<file path="config.mk">
export PLATFORM = sky130hd
export DESIGN_NAME = cpu_control_inputs_min_mode_strobes
export DESIGN_NICKNAME = d
export VERILOG_FILES = /design/src/pkg/cpu_ctrl_pkg.sv /design/src/design/cpu_control_inputs_min_mode_strobes.sv /design/src/design/input_sync.sv /design/src/design/irq_ctl.sv
export SDC_FILE = /design/constraint.sdc
export NUM_CORES = 1
export LEC_CHECK = 0
export BUFFER_PORTS_ARGS = -buffer_cell sky130_fd_sc_hd__buf_4
export CAP_MARGIN = 20
export CORE_ASPECT_RATIO = 0.8
export CORE_MARGIN = 1
export CORE_UTILIZATION = 55
export DETAILED_ROUTE_END_ITERATION = 10
export GPL_ROUTABILITY_DRIVEN = 1
export PLACE_DENSITY = 0.88
export SKIP_LAST_GASP = 1
export SLEW_MARGIN = 20
export SYNTH_ARGS = -nofsm -noshare
export SYNTH_HDL_FRONTEND = slang
export SYNTH_SLANG_ARGS = --single-unit
export TNS_END_PERCENT = 5
</file>
<file path="constraint.sdc">
create_clock -name sys_clk -period 1.9 [get_ports sys_clk]
set_clock_uncertainty 0.1 [all_clocks]
set_input_delay 0.19 -clock sys_clk [delete_from_list [all_inputs] [get_ports sys_clk]]
set_output_delay 0.19 -clock sys_clk [all_outputs]
set_load 0.02 [all_outputs]
</file>
<file path="src/pkg/cpu_ctrl_pkg.sv">
// Shared types and constants for the processor control and strobe block
package cpu_ctrl_pkg;

    // Depth of every input synchroniser
    localparam int SYNC_STAGES = 2;
    // Least number of cycles the processor reset pin must stay high
    localparam int RESET_MIN_CYCLES = 4;
    localparam logic [2:0] RESET_COUNT_MAX = 3'h4;
    // Bit of the status code that the memory/IO line inverts
    localparam int STATUS_BIT2 = 2;
    // Reset value of the registered memory/IO level
    localparam logic IO_LEVEL_RESET = 1'h0;

    // Bus states, one-hot
    typedef enum logic [7:0] {
        ST_IDLE  = 8'h01,
        ST_PREP  = 8'h02,
        ST_T1    = 8'h04,
        ST_T2    = 8'h08,
        ST_T3    = 8'h10,
        ST_WAIT  = 8'h20,
        ST_FINAL = 8'h40,
        ST_HOLD  = 8'h80
    } bus_state_t;

    // Cycle kinds, coded as the three maximum-mode status bits
    typedef enum logic [2:0] {
        CYC_INT_ACK   = 3'h0,
        CYC_IO_READ   = 3'h1,
        CYC_IO_WRITE  = 3'h2,
        CYC_HALT      = 3'h3,
        CYC_CODE      = 3'h4,
        CYC_MEM_READ  = 3'h5,
        CYC_MEM_WRITE = 3'h6,
        CYC_PASSIVE   = 3'h7
    } cycle_kind_t;

    // Bus cycle request from the execution unit
    typedef struct packed {
        cycle_kind_t kind;
    } bus_req_t;

    // Minimum-mode strobe pins, value and output enable
    typedef struct packed {
        logic io_mem;
        logic io_mem_oe;
        logic write_n;
        logic write_oe;
        logic irq_ack_strobe_n;
        logic irq_ack_oe;
    } min_strobes_t;

    // Maximum-mode status pins
    typedef struct packed {
        cycle_kind_t max_status;
        logic max_status_oe;
    } max_status_t;

    // Interrupt and test events toward the execution unit
    typedef struct packed {
        logic irq_take;
        logic nmi_take;
        logic test_go;
        logic test_idle;
    } irq_events_t;

endpackage

</file>
<file path="src/design/cpu_control_inputs_min_mode_strobes.sv">
// Processor control inputs, bus state sequencer and minimum-mode strobes
`timescale 1ns/100ps
`default_nettype none

// Notes on behaviour
// [RL1] Maskable request is a synchronised level, sampled at instruction boundaries.
// [RL2] Maskable request is ignored while the enable flag is clear.
// [RL3] Wait-for-test proceeds when test is asserted, else idles and rechecks.
// [RL4] Test input is synchronised before use.
// [RL5] A low-to-high edge on the nonmaskable input starts its interrupt.
// [RL6] The nonmaskable interrupt has no mask; the enable flag never blocks it.
// [RL7] The nonmaskable input is synchronised before edge detection.
// [RL8] Reset held at least four cycles; while high all activity is abandoned.
// [RL9] Execution restarts from the reset state when reset returns low.
// [RL10] Mode input high selects minimum mode strobes instead of status outputs.
// [RL11] Memory/IO line is inverted status bit two: high for I/O.
// [RL12] Memory/IO valid from the final state before a cycle until its end.
// [RL13] Memory/IO floats at logic one during hold grant.
// [RL14] Write strobe low in second, third and wait states of writes.
// [RL15] Write strobe floats at logic one during hold grant.
// [RL16] Acknowledge strobe low in second, third and wait states of ack cycles.
// [RL17] Wait states are inserted while ready is low.
// [RL18] Hold grant rises after a final or idle state; drops after request drops.
// [RL19] Cycles run first to fourth state in order, waits after the third.
module cpu_control_inputs_min_mode_strobes (
    // Clock and system reset
    input wire logic sys_clk,
    input wire logic reset_n,
    // Asynchronous processor pins
    input wire logic cpu_reset_in,
    input wire logic mode_select_in,
    input wire logic maskable_irq_in,
    input wire logic nmi_in,
    input wire logic test_in_n,
    input wire logic ready_in,
    input wire logic hold_req_in,
    // Execution unit requests
    input wire logic req_valid,
    input wire cpu_ctrl_pkg::bus_req_t req,
    input wire logic boundary,
    input wire logic int_enable,
    input wire logic wait_test,
    // Execution unit answers
    output logic req_taken,
    output logic cycle_done,
    output logic restart,
    output cpu_ctrl_pkg::irq_events_t events,
    // Bus control pins
    output cpu_ctrl_pkg::min_strobes_t min_pins,
    output cpu_ctrl_pkg::max_status_t max_pins,
    output logic hold_grant_out
);

    // ------------------------------------------------------------
    // Reset and input synchronisation
    // ------------------------------------------------------------

    logic [1:0] rst_pipe;
    logic rst_n;
    logic [6:0] pins_s;
    logic abandon;
    logic mode_s;
    logic irq_s;
    logic nmi_s;
    logic test_s_n;
    logic ready_s;
    logic hold_s;

    // Reset asserts at once and releases through two flops
    always_ff @(posedge sys_clk or negedge reset_n)
    begin
        if (!reset_n)
            rst_pipe <= 2'h0;
        else
            rst_pipe <= {rst_pipe[0], 1'h1};
    end
    assign rst_n = rst_pipe[1];

    // All processor pins pass two flops before use
    input_sync #(.WIDTH(7)) u_sync (
        .sys_clk(sys_clk),
        .rst_n(rst_n),
        .raw({cpu_reset_in, mode_select_in, maskable_irq_in, nmi_in,
              test_in_n, ready_in, hold_req_in}),
        .synced(pins_s)
    ); // RL4 RL7

    // Named copies of the synchronised pins
    assign {abandon, mode_s, irq_s, nmi_s, test_s_n, ready_s, hold_s} = pins_s;

    // ------------------------------------------------------------
    // Interrupts and wait-for-test
    // ------------------------------------------------------------

    irq_ctl u_irq (
        .sys_clk(sys_clk),
        .rst_n(rst_n),
        .abandon(abandon),
        .irq_level(irq_s),
        .nmi_level(nmi_s),
        .test_level_n(test_s_n),
        .boundary(boundary),
        .int_enable(int_enable),
        .wait_test(wait_test),
        .events(events)
    );

    // ------------------------------------------------------------
    // Processor reset handling
    // ------------------------------------------------------------

    logic [2:0] rst_cnt;
    logic abandon_prev;

    // Restart only after a reset pulse of the least length
    wire rst_long = (rst_cnt == cpu_ctrl_pkg::RESET_COUNT_MAX);
    wire next_restart = abandon_prev & ~abandon & rst_long; // RL8 RL9

    // Count reset cycles, saturating at the least length
    always_ff @(posedge sys_clk or negedge rst_n)
    begin
        if (!rst_n)
        begin
            rst_cnt <= 3'h0;
            abandon_prev <= 1'h0;
            restart <= 1'h0;
        end
        else
        begin
            rst_cnt <= abandon ? (rst_long ? rst_cnt : rst_cnt + 3'h1) : 3'h0;
            abandon_prev <= abandon;
            restart <= next_restart;
        end
    end

    // ------------------------------------------------------------
    // Bus state sequencer
    // ------------------------------------------------------------

    cpu_ctrl_pkg::bus_state_t state;
    cpu_ctrl_pkg::bus_state_t next_state;
    cpu_ctrl_pkg::cycle_kind_t cur_kind;
    logic loaded;
    logic io_level;

    // A request is taken from idle, or while the current cycle ends
    wire in_end = (state == cpu_ctrl_pkg::ST_T3) | (state == cpu_ctrl_pkg::ST_WAIT);
    wire take_idle = (state == cpu_ctrl_pkg::ST_IDLE) & req_valid & ~hold_s;
    wire take_end = in_end & ready_s & req_valid & ~hold_s;
    wire take = ~abandon & (take_idle | take_end);

    // Next state; wait states follow the third state while not ready
    always_comb
    begin
        next_state = cpu_ctrl_pkg::ST_IDLE;
        if (abandon)
            next_state = cpu_ctrl_pkg::ST_IDLE; // RL8
        else
        begin
            unique case (state)
                cpu_ctrl_pkg::ST_IDLE:
                    if (hold_s)
                        next_state = cpu_ctrl_pkg::ST_HOLD; // RL18
                    else if (req_valid)
                        next_state = cpu_ctrl_pkg::ST_PREP;
                cpu_ctrl_pkg::ST_PREP:
                    next_state = cpu_ctrl_pkg::ST_T1; // RL19
                cpu_ctrl_pkg::ST_T1:
                    next_state = cpu_ctrl_pkg::ST_T2;
                cpu_ctrl_pkg::ST_T2:
                    next_state = cpu_ctrl_pkg::ST_T3;
                cpu_ctrl_pkg::ST_T3, cpu_ctrl_pkg::ST_WAIT:
                    next_state = ready_s ? cpu_ctrl_pkg::ST_FINAL
                                         : cpu_ctrl_pkg::ST_WAIT; // RL17
                cpu_ctrl_pkg::ST_FINAL:
                    if (loaded)
                        next_state = cpu_ctrl_pkg::ST_T1;
                    else if (hold_s)
                        next_state = cpu_ctrl_pkg::ST_HOLD; // RL18
                cpu_ctrl_pkg::ST_HOLD:
                    if (hold_s)
                        next_state = cpu_ctrl_pkg::ST_HOLD;
                default:
                    next_state = cpu_ctrl_pkg::ST_IDLE;
            endcase
        end
    end

    // State, taken request and preloaded flag
    always_ff @(posedge sys_clk or negedge rst_n)
    begin
        if (!rst_n)
        begin
            state <= cpu_ctrl_pkg::ST_IDLE;
            cur_kind <= cpu_ctrl_pkg::CYC_PASSIVE;
            loaded <= 1'h0;
        end
        else
        begin
            state <= next_state;
            cur_kind <= take ? req.kind : cur_kind;
            loaded <= ~abandon & (take_end | (loaded & (state != cpu_ctrl_pkg::ST_FINAL)));
        end
    end

    // ------------------------------------------------------------
    // Strobes, status and hold grant
    // ------------------------------------------------------------

    cpu_ctrl_pkg::min_strobes_t next_min;
    cpu_ctrl_pkg::max_status_t next_max;

    // Strobe window and cycle kind decode
    wire next_strobe = (next_state == cpu_ctrl_pkg::ST_T2) |
                       (next_state == cpu_ctrl_pkg::ST_T3) |
                       (next_state == cpu_ctrl_pkg::ST_WAIT);
    wire is_write = (cur_kind == cpu_ctrl_pkg::CYC_IO_WRITE) |
                    (cur_kind == cpu_ctrl_pkg::CYC_MEM_WRITE);
    wire is_ack = (cur_kind == cpu_ctrl_pkg::CYC_INT_ACK);
    wire next_float = (next_state == cpu_ctrl_pkg::ST_HOLD);
    wire next_drive_min = mode_s & ~next_float; // RL10
    wire next_io_level = take ? ~req.kind[cpu_ctrl_pkg::STATUS_BIT2] : io_level; // RL11 RL12
    wire next_done = ~abandon & in_end & ready_s;

    // Pin values; floated lines sit at logic one
    assign next_min.io_mem = next_float | next_io_level; // RL13
    assign next_min.io_mem_oe = next_drive_min;
    assign next_min.write_n = next_float | ~(next_strobe & is_write); // RL14 RL15
    assign next_min.write_oe = next_drive_min;
    assign next_min.irq_ack_strobe_n = next_float | ~(next_strobe & is_ack); // RL16
    assign next_min.irq_ack_oe = next_drive_min;

    // Status code valid from the taking edge until the third state
    assign next_max.max_status = take ? req.kind :
        (next_state == cpu_ctrl_pkg::ST_T3 || abandon) ? cpu_ctrl_pkg::CYC_PASSIVE
                                                      : max_pins.max_status;
    assign next_max.max_status_oe = ~mode_s & ~next_float; // RL10

    // Registered pins and answers
    always_ff @(posedge sys_clk or negedge rst_n)
    begin
        if (!rst_n)
        begin
            io_level <= cpu_ctrl_pkg::IO_LEVEL_RESET;
            min_pins <= '{1'h1, 1'h0, 1'h1, 1'h0, 1'h1, 1'h0};
            max_pins <= '{cpu_ctrl_pkg::CYC_PASSIVE, 1'h0};
            hold_grant_out <= 1'h0;
            req_taken <= 1'h0;
            cycle_done <= 1'h0;
        end
        else
        begin
            io_level <= next_io_level;
            min_pins <= next_min;
            max_pins <= next_max;
            hold_grant_out <= next_float; // RL18
            req_taken <= take;
            cycle_done <= next_done;
        end
    end
endmodule

`default_nettype wire

</file>
<file path="src/design/input_sync.sv">
// Bank of two-flop synchronisers for asynchronous pins
`timescale 1ns/100ps
`default_nettype none

module input_sync #(
    parameter int WIDTH = 7
) (
    // Clock and reset
    input wire logic sys_clk,
    input wire logic rst_n,
    // Raw pins and synchronised copies
    input wire logic [WIDTH-1:0] raw,
    output logic [WIDTH-1:0] synced
);

    // One synchroniser per pin
    genvar i;
    generate
        for (i = 0; i < WIDTH; i++)
        begin : g_bit
            logic [cpu_ctrl_pkg::SYNC_STAGES-1:0] stage;
            always_ff @(posedge sys_clk or negedge rst_n)
            begin
                if (!rst_n)
                    stage <= '0;
                else
                    stage <= {stage[cpu_ctrl_pkg::SYNC_STAGES-2:0], raw[i]};
            end
            assign synced[i] = stage[cpu_ctrl_pkg::SYNC_STAGES-1];
        end
    endgenerate

endmodule

`default_nettype wire

</file>
<file path="src/design/irq_ctl.sv">
// Maskable and nonmaskable interrupt decision and wait-for-test logic
`timescale 1ns/100ps
`default_nettype none

module irq_ctl (
    // Clock and reset
    input wire logic sys_clk,
    input wire logic rst_n,
    input wire logic abandon,
    // Synchronised pins
    input wire logic irq_level,
    input wire logic nmi_level,
    input wire logic test_level_n,
    // Execution unit
    input wire logic boundary,
    input wire logic int_enable,
    input wire logic wait_test,
    output cpu_ctrl_pkg::irq_events_t events
);

    logic nmi_prev;
    logic nmi_pending;

    // Edge and decision terms
    wire nmi_rise = nmi_level & ~nmi_prev;
    wire take_nmi = boundary & (nmi_pending | nmi_rise);
    wire take_irq = boundary & irq_level & int_enable & ~take_nmi;
    wire test_ok = wait_test & ~test_level_n;
    wire test_wait = wait_test & test_level_n;

    // Edge detector history, high at reset; the synchronised line resets low, so a line held high still gives an edge
    always_ff @(posedge sys_clk or negedge rst_n)
    begin
        if (!rst_n)
            nmi_prev <= 1'h1;
        else
            nmi_prev <= nmi_level;
    end

    // Pending edge; a new edge in the taking cycle is that same event
    always_ff @(posedge sys_clk or negedge rst_n)
    begin
        if (!rst_n)
            nmi_pending <= 1'h0;
        else if (abandon)
            nmi_pending <= 1'h0;
        else
            nmi_pending <= (nmi_pending | nmi_rise) & ~take_nmi; // RL5
    end

    // Registered events; the enable flag never gates the edge path
    always_ff @(posedge sys_clk or negedge rst_n)
    begin
        if (!rst_n)
            events <= '0;
        else if (abandon)
            events <= '0;
        else
            events <= '{take_irq, take_nmi, test_ok, test_wait}; // RL1 RL2 RL3 RL6
    end

endmodule

`default_nettype wire

</file>
==> results of run 1 <==
-- worst register-to-register path, cell delays in order, from the launching register on --
cell and delay (ps):
dfrtp_1 410, buf_4 180, nor3b_2 290, and4b_1 300
buf_4 140, nor3_1 40, or3b_1 360
-- placed cells by master, fill, tap and decap left out, drive strengths merged, types with 2 or more instances in the layout --
cell type and instances:
inv 9, and4b 2, or3b 3, nor3b 6, mux2 3, nor3 6
nand2 5, dfrtp 40, nor2b 6, nand3 2, o21ai 5, dfstp 11
nor2 9, a21oi 5, mux2i 2, nand2b 2, nor4 5, and2 2
xnor2 4, ha 2, o31a 2, clkbuf 6, o21bai 2, buf 52
dlygate4sd3 10
-- state kept, by name, summed over array words and instances, names as in the netlist, 2 cells and up --
name	flops
u_sync.g_bit.stage	14
state	8
rst_pipe	2
cur_kind	3
rst_cnt	3
u_irq.events	4
max_pins	4
min_pins	4
-- synthesized netlist by cell type (all sizes together) (5+ instances only) --
cell / n / share of area, %
a21oi: 5 / 1.2
buf: 7 / 3.1
dfrtp: 40 / 49
dfstp: 11 / 14
inv: 9 / 1.7
nand2: 5 / 0.92
nor2: 9 / 1.7
nor2b: 6 / 1.8
nor3: 6 / 1.5
nor3b: 6 / 2.2
nor4: 5 / 2.3
o21ai: 5 / 1.2
-- how the worst max path moves through the flow --
stage               cells after the start     endpoint
floorplan                               6  cur_kind[0]
global placement                        6  max_pins[2]
detailed placement                      6  max_pins[1]
CTS                                     5  min_pins[5]
global route                            5  min_pins[5]
finish                                  6  min_pins[5]
-- logic make-up after synthesis --
family	count (synthesis)	share of synthesized area, %
compound gates	23	7.67
xor+xnor	4	1.72
fa+ha+maj	2	1.23
buf+inv	18	5.22
flops	51	63.3
mux	5	3.19
other cells	1	0.184
simple gates	56	17.5
-- timing repair --
item | 4_1_cts | 5_1_grt
hold endpoints to repair | 11 | 0
buffers inserted | 0 | 0
gates cloned | 0 | 0
gates resized for setup | 2 | 3
endpoints found under the setup margin | 6 | 8
hold buffers | 10 | 0
-- routing by layer --
layer	vias up	track usage, %
li1	669	-
met1	715	27.1
met2	54	41.8
met3	12	8.98
met4	0	10.0
met5	-	0
-- metrics by stage --
| stage | instances | cell area (um2) | util [%] |
|---|---|---|---|
| 5_1_grt | 263 | 2640 | 75.4 |
| 4_1_cts | 263 | 2620 | 75.0 |
| 3_3_place_gp | 245 | 2430 | 69.5 |
| 6_report | 263 | 2640 | 75.4 |
| 3_5_place_dp | 245 | 2430 | 69.5 |
| 2_1_floorplan | 160 | 2040 | - |
-- power breakdown --
group	switching (mW)	total (mW)	internal (mW)
registers	0.0552	1.25	1.20
logic	0.186	0.387	0.201
clock network	0.342	0.599	0.258
total	0.583	2.24	1.66
-- cell type report --
type                    instances  area [um2]  area share, %
repair buffers                 62         503           19.1
multi-input cells              91         669           25.4
clock buffers                   6        72.6           2.75
well taps                      42        52.6           1.99
inverters                       9        33.8           1.28
flip-flops and latches         51        1290           49.0
clock inverters                 2        12.5          0.475
==> results.py, run 1 <==
metrics = {
    "global_route": {
        "track_usage_pct": 24.2,
        "grt-ovfl-total": 0,
        "grt_antenna_before_repair": 0,
        "grt_pass1_vias": 1526,
        "grt_max_degree": 37,
        "grt_pass1_wl_um": 7040,
    },
    "critical_path": {
        "cp-startpoint": "state[2]",
        "rrSetupSlack_ps": 10,
        "critical-path-top-delay-family": "simple AND/OR/NAND/NOR gates",
        "crit_arrival_ps": 2020,
        "max_stage_delay_ps": 410,
        "worstPathCellList": "buf_4 > nor3b_2 > and4b_1 > buf_4 > nor3_1 > or3b_1",
        "path_class": "register to register",
        "r2r_start": "state[2]",
        "slowest_stage": "dfrtp_1",
        "critPathLaunchType": "register",
        "path_buf_inv": 2,
        "worstPathMaxFanout": 6,
        "endpoint_kind": "register",
        "required_ps": 2030,
        "r2r_end": "min_pins[5]",
        "r2r_cells": 6,
        "crit_path_frequent_cell": "buf_4",
    },
    "sta": {
        "fmax_mhz": 530,
        "hold_viol_final": 0,
        "setup_slack_ps": 11.4,
        "finalSetupViolations": 0,
        "timing.hold.ws_ps": 13.6,
        "period_share_pct": 99.4,
        "rsz0062_at_grt": "yes",
        "tns_ps": 0,
        "post-route-min-period_ps": 1890,
        "maxSlewViolCount": 0,
    },
    "power": {
        "powerDensity_nw_per_um2": 850,
        "p_leak_nw": 1.25,
        "total_power_mw": 2.24,
        "ir_drop_uv": 855,
    },
    "logic_synthesis": {
        "syn_area_um2": 2040,
        "synth_ff_type": "dfrtp_1",
        "ys_ff_latch": 51,
        "async_reset_ff_share_pct": 100,
        "ys_seq_area_share_pct": 63.3,
        "ys_warn_count": 0,
        "syn_inst": 160,
        "synth_edf_count": 0,
        "syn_area_per_cell_um2": 12.7,
        "synth_cell_types": 47,
        "synthesis.nets": 178,
    },
    "min_path": {
        "min_from": "req[0]",
        "min_to": "max_pins[1]",
        "hp-class": "input pin to register",
        "min_path_cells": 3,
    },
    "cells_and_area": {
        "layout-drive-gt1-share_pct": 38.0,
        "diodes": 0,
        "fillers": 204,
        "final_nets": 238,
        "area_delta_synth_final_pct": 29.3,
    },
    "clock_network": {
        "htree_levels": 2,
        "clockBufferDepth": 2,
        "cts.sinks": 51,
        "clkSlewWorstSetupHoldPaths_ps": 90,
        "cts_tree": "yes",
        "clkLatencyLatePin_ps": 310,
        "numCtsBuffers": 5,
        "root_buffer": "clkbuf_8",
    },
    "floorplanning": {
        "initial_core_util_pct": 58.3,
        "io_pins": 34,
        "die_x_um": 70.1,
        "rows": 19,
        "die-height_um": 56.5,
        "die_area_um2": 3950,
        "core-area_um2": 3490,
    },
    "route": {
        "dr_total_vias": 1450,
        "drc": 0,
        "drt-initial-drc-count": 167,
        "viasPerCell": 5.51,
        "wl_met1_um": 1660,
        "first_pass_iters": 4,
        "top_layer_used": "met4",
        "ant_nets": 0,
        "met2_wirelength_um": 2260,
        "wl_per_cell_um": 16.5,
        "wl_met3_um": 304,
        "drt-total-wl_um": 4340,
    },
    "placed_design": {
        "dp_slack_ps": -100,
        "gp_congestion": 0.863,
        "portBuffers": 33,
        "hpwl_um": 3020,
    },
    "status": {
        "status": "finished, final reports clean",
    },
    "job": {
        "cap_violations": 0,
    },
}
No activity file was read; power rests on OpenSTA's default activity.
==> run 2, diff against run 1 <==
--- a/config.mk
+++ b/config.mk
@@ -5,10 +5,10 @@
 export SDC_FILE = /design/constraint.sdc
 export NUM_CORES = 1
 export LEC_CHECK = 0
-export BUFFER_PORTS_ARGS = -buffer_cell sky130_fd_sc_hd__buf_4
+export BUFFER_PORTS_ARGS = -buffer_cell sky130_fd_sc_hd__buf_2
 export CAP_MARGIN = 20
 export CORE_ASPECT_RATIO = 0.8
-export CORE_MARGIN = 1
+export CORE_MARGIN = 3
 export CORE_UTILIZATION = 55
 export DETAILED_ROUTE_END_ITERATION = 10
 export GPL_ROUTABILITY_DRIVEN = 1
==> constraint.sdc (replaced) <==
create_clock -name sys_clk -period 1.9 [get_ports sys_clk]
set_clock_uncertainty 0.1 [all_clocks]
set_input_delay 0.19 -clock sys_clk [delete_from_list [all_inputs] [get_ports sys_clk]]
set_output_delay 0.19 -clock sys_clk [all_outputs]
set_load 0.01 [all_outputs]
==> run 2 against run 1 <==
  * Via count down 1.4%
  * First-iteration DRC count shrank 6.0%
  * Clock power rose by 29%
  * Critical endpoint unchanged
  * Fmax about the same
  * Global-route usage down 2.7 points
==> results.py, run 2 (same netlist as run 1, synthesis figures left out) <==
metrics = {
    "cells_and_area": {
        "diodes": 0,
        "reg_top3": "u_sync.g_bit.stage (14), state (8)",
        "multiInputGateArea_um2": 654,
        "area_delta_synth_final_pct": 25.8,
        "layout-drive-gt1-share_pct": 36.4,
        "largest_register": "u_sync.g_bit.stage",
        "fillers": 213,
        "final_cell_mix": "dfrtp_1, buf_2, buf_4",
        "instances_no_fill": 262,
        "ff_latch_area_um2": 1290,
        "largest_reg_flops": 14,
        "final_common_cell": "dfrtp_1",
        "final_nets": 237,
    },
    "job": {
        "cap_violations": 0,
    },
    "critical_path": {
        "slowest_stage": "or4_4",
        "r2r_start": "state[1]",
        "required_ps": 2030,
        "path_buf_inv": 1,
        "max_stage_delay_ps": 570,
        "r2r_end": "min_pins[5]",
        "r2r_cells": 5,
        "crit_cells": 5,
        "endpoint": "min_pins[5]",
        "rrSetupSlack_ps": 10,
        "path_class": "register to register",
        "endpoint_kind": "register",
        "worstPathCellList": "or4_4 > nor4_4 > buf_4 > nor3_1 > or3b_1",
        "critical-path-top-delay-family": "simple AND/OR/NAND/NOR gates",
        "crit_arrival_ps": 2020,
        "cp-startpoint": "state[1]",
        "critPathLaunchType": "register",
        "worstPathMaxFanout": 3,
    },
    "route": {
        "drc": 0,
        "viasPerCell": 5.45,
        "ant_nets": 0,
        "wl_per_cell_um": 16.1,
        "first_pass_iters": 4,
        "drt-total-wl_um": 4210,
        "dr_total_vias": 1429,
        "drt-initial-drc-count": 157,
    },
    "clock_network": {
        "cts.sinks": 51,
        "cts_tree": "yes",
        "htree_levels": 2,
        "clkLatencyLatePin_ps": 310,
        "clockBufferDepth": 2,
        "numCtsBuffers": 5,
        "root_buffer": "clkbuf_8",
        "clkSlewWorstSetupHoldPaths_ps": 90,
    },
    "sta": {
        "worst_pin_slew_ps": 552,
        "maxSlewViolCount": 0,
        "period_share_pct": 99.5,
        "finalSetupViolations": 0,
        "post-route-min-period_ps": 1890,
        "hold_viol_final": 0,
        "fmax_mhz": 529,
        "relSlewSlack_pct": 63.2,
        "rsz0062_at_grt": "yes",
    },
    "global_route": {
        "track_usage_pct": 21.5,
        "grt_antenna_before_repair": 0,
        "grt_max_degree": 27,
        "grt_pass1_vias": 1513,
        "grt-ovfl-total": 0,
        "grt_pass1_wl_um": 6980,
    },
    "placed_design": {
        "hpwl_um": 2900,
        "portBuffers": 33,
        "gp_congestion": 0.834,
        "dp.cells": 243,
    },
    "floorplanning": {
        "initial_core_util_pct": 58.3,
        "die-height_um": 60.5,
        "io_pins": 34,
        "rows": 19,
        "core-area_um2": 3490,
        "die_area_um2": 4480,
        "die_x_um": 74.1,
    },
    "status": {
        "status": "finished, final reports clean",
    },
    "power": {
        "ir_drop_uv": 851,
        "powerDensity_nw_per_um2": 920,
        "total_power_mw": 2.36,
        "p_leak_nw": 1.23,
    },
    "min_path": {
        "hp-class": "input pin to register",
    },
}
[run 2: how the worst min path moves through the flow]
stage,cells after the start,startpoint,endpoint
2_1_floorplan,0,reset_n,rst_pipe[0]
3_3_place_gp,1,reset_n,rst_pipe[0]
3_5_place_dp,1,reset_n,rst_pipe[0]
4_1_cts,2,req[2],cur_kind[2]
5_1_grt,2,wait_test,u_irq.events[1]
6_report,2,req[2],cur_kind[2]
[run 2: power breakdown]
group	switching [mW]	leakage, nW	internal (mW)	total, mW
Sequential	0.0582	0.622	1.20	1.26
Clock	0.346	0.0612	0.426	0.772
Combinational	0.157	0.547	0.175	0.332
Total	0.561	1.23	1.80	2.36
[run 2: layout make-up]
| type | count | area share [%] |
|---|---|---|
| clock buffer | 6 | 3.22 |
| inverter | 9 | 1.32 |
| multi-input combinational | 91 | 25.5 |
| clock inverter | 2 | 1.37 |
| sequential | 51 | 50.3 |
| timing repair buffer | 61 | 16.2 |
| tap | 42 | 2.05 |
[run 2: timing repair]
action,4_1_cts,5_1_grt
resized for setup,1,1
hold endpoints to repair,12,0
setup buffers,0,0
hold buffers,11,0
endpoints found under the setup margin,5,5
[run 2: through the flow]
step,cell area (um2),utilization [%],setup WS [ps],hold WS (ps),setup TNS (ps)
floorplan,2040,-,-12.0,-206,-35.9
global route,2560,73.4,-40.9,38.2,-105
finish,2560,73.4,10.1,40.3,0
global placement,2330,66.7,44.1,-126,0
detailed placement,2330,66.7,-70.8,-119,-241
CTS,2560,73.3,9.58,40.4,0
[run 2: metal layers]
| layer | part of all wire, % | up-vias | global-route usage (%) | routed length, um |
|---|---|---|---|---|
| met1 | 40 | 697 | 24.6 | 1700 |
| met3 | 5.6 | 10 | 6.13 | 237 |
| met5 | 0 | - | 0 | 0 |
| li1 | - | 670 | - | - |
| met2 | 52 | 52 | 38.1 | 2190 |
| met4 | 1.9 | 0 | 9.04 | 78 |
[run 2: worst register-to-register path: stages, from the launching register on]
cell	delay, ps
dfrtp_1	390
or4_4	580
nor4_4	180
buf_4	170
nor3_1	50
or3b_1	350
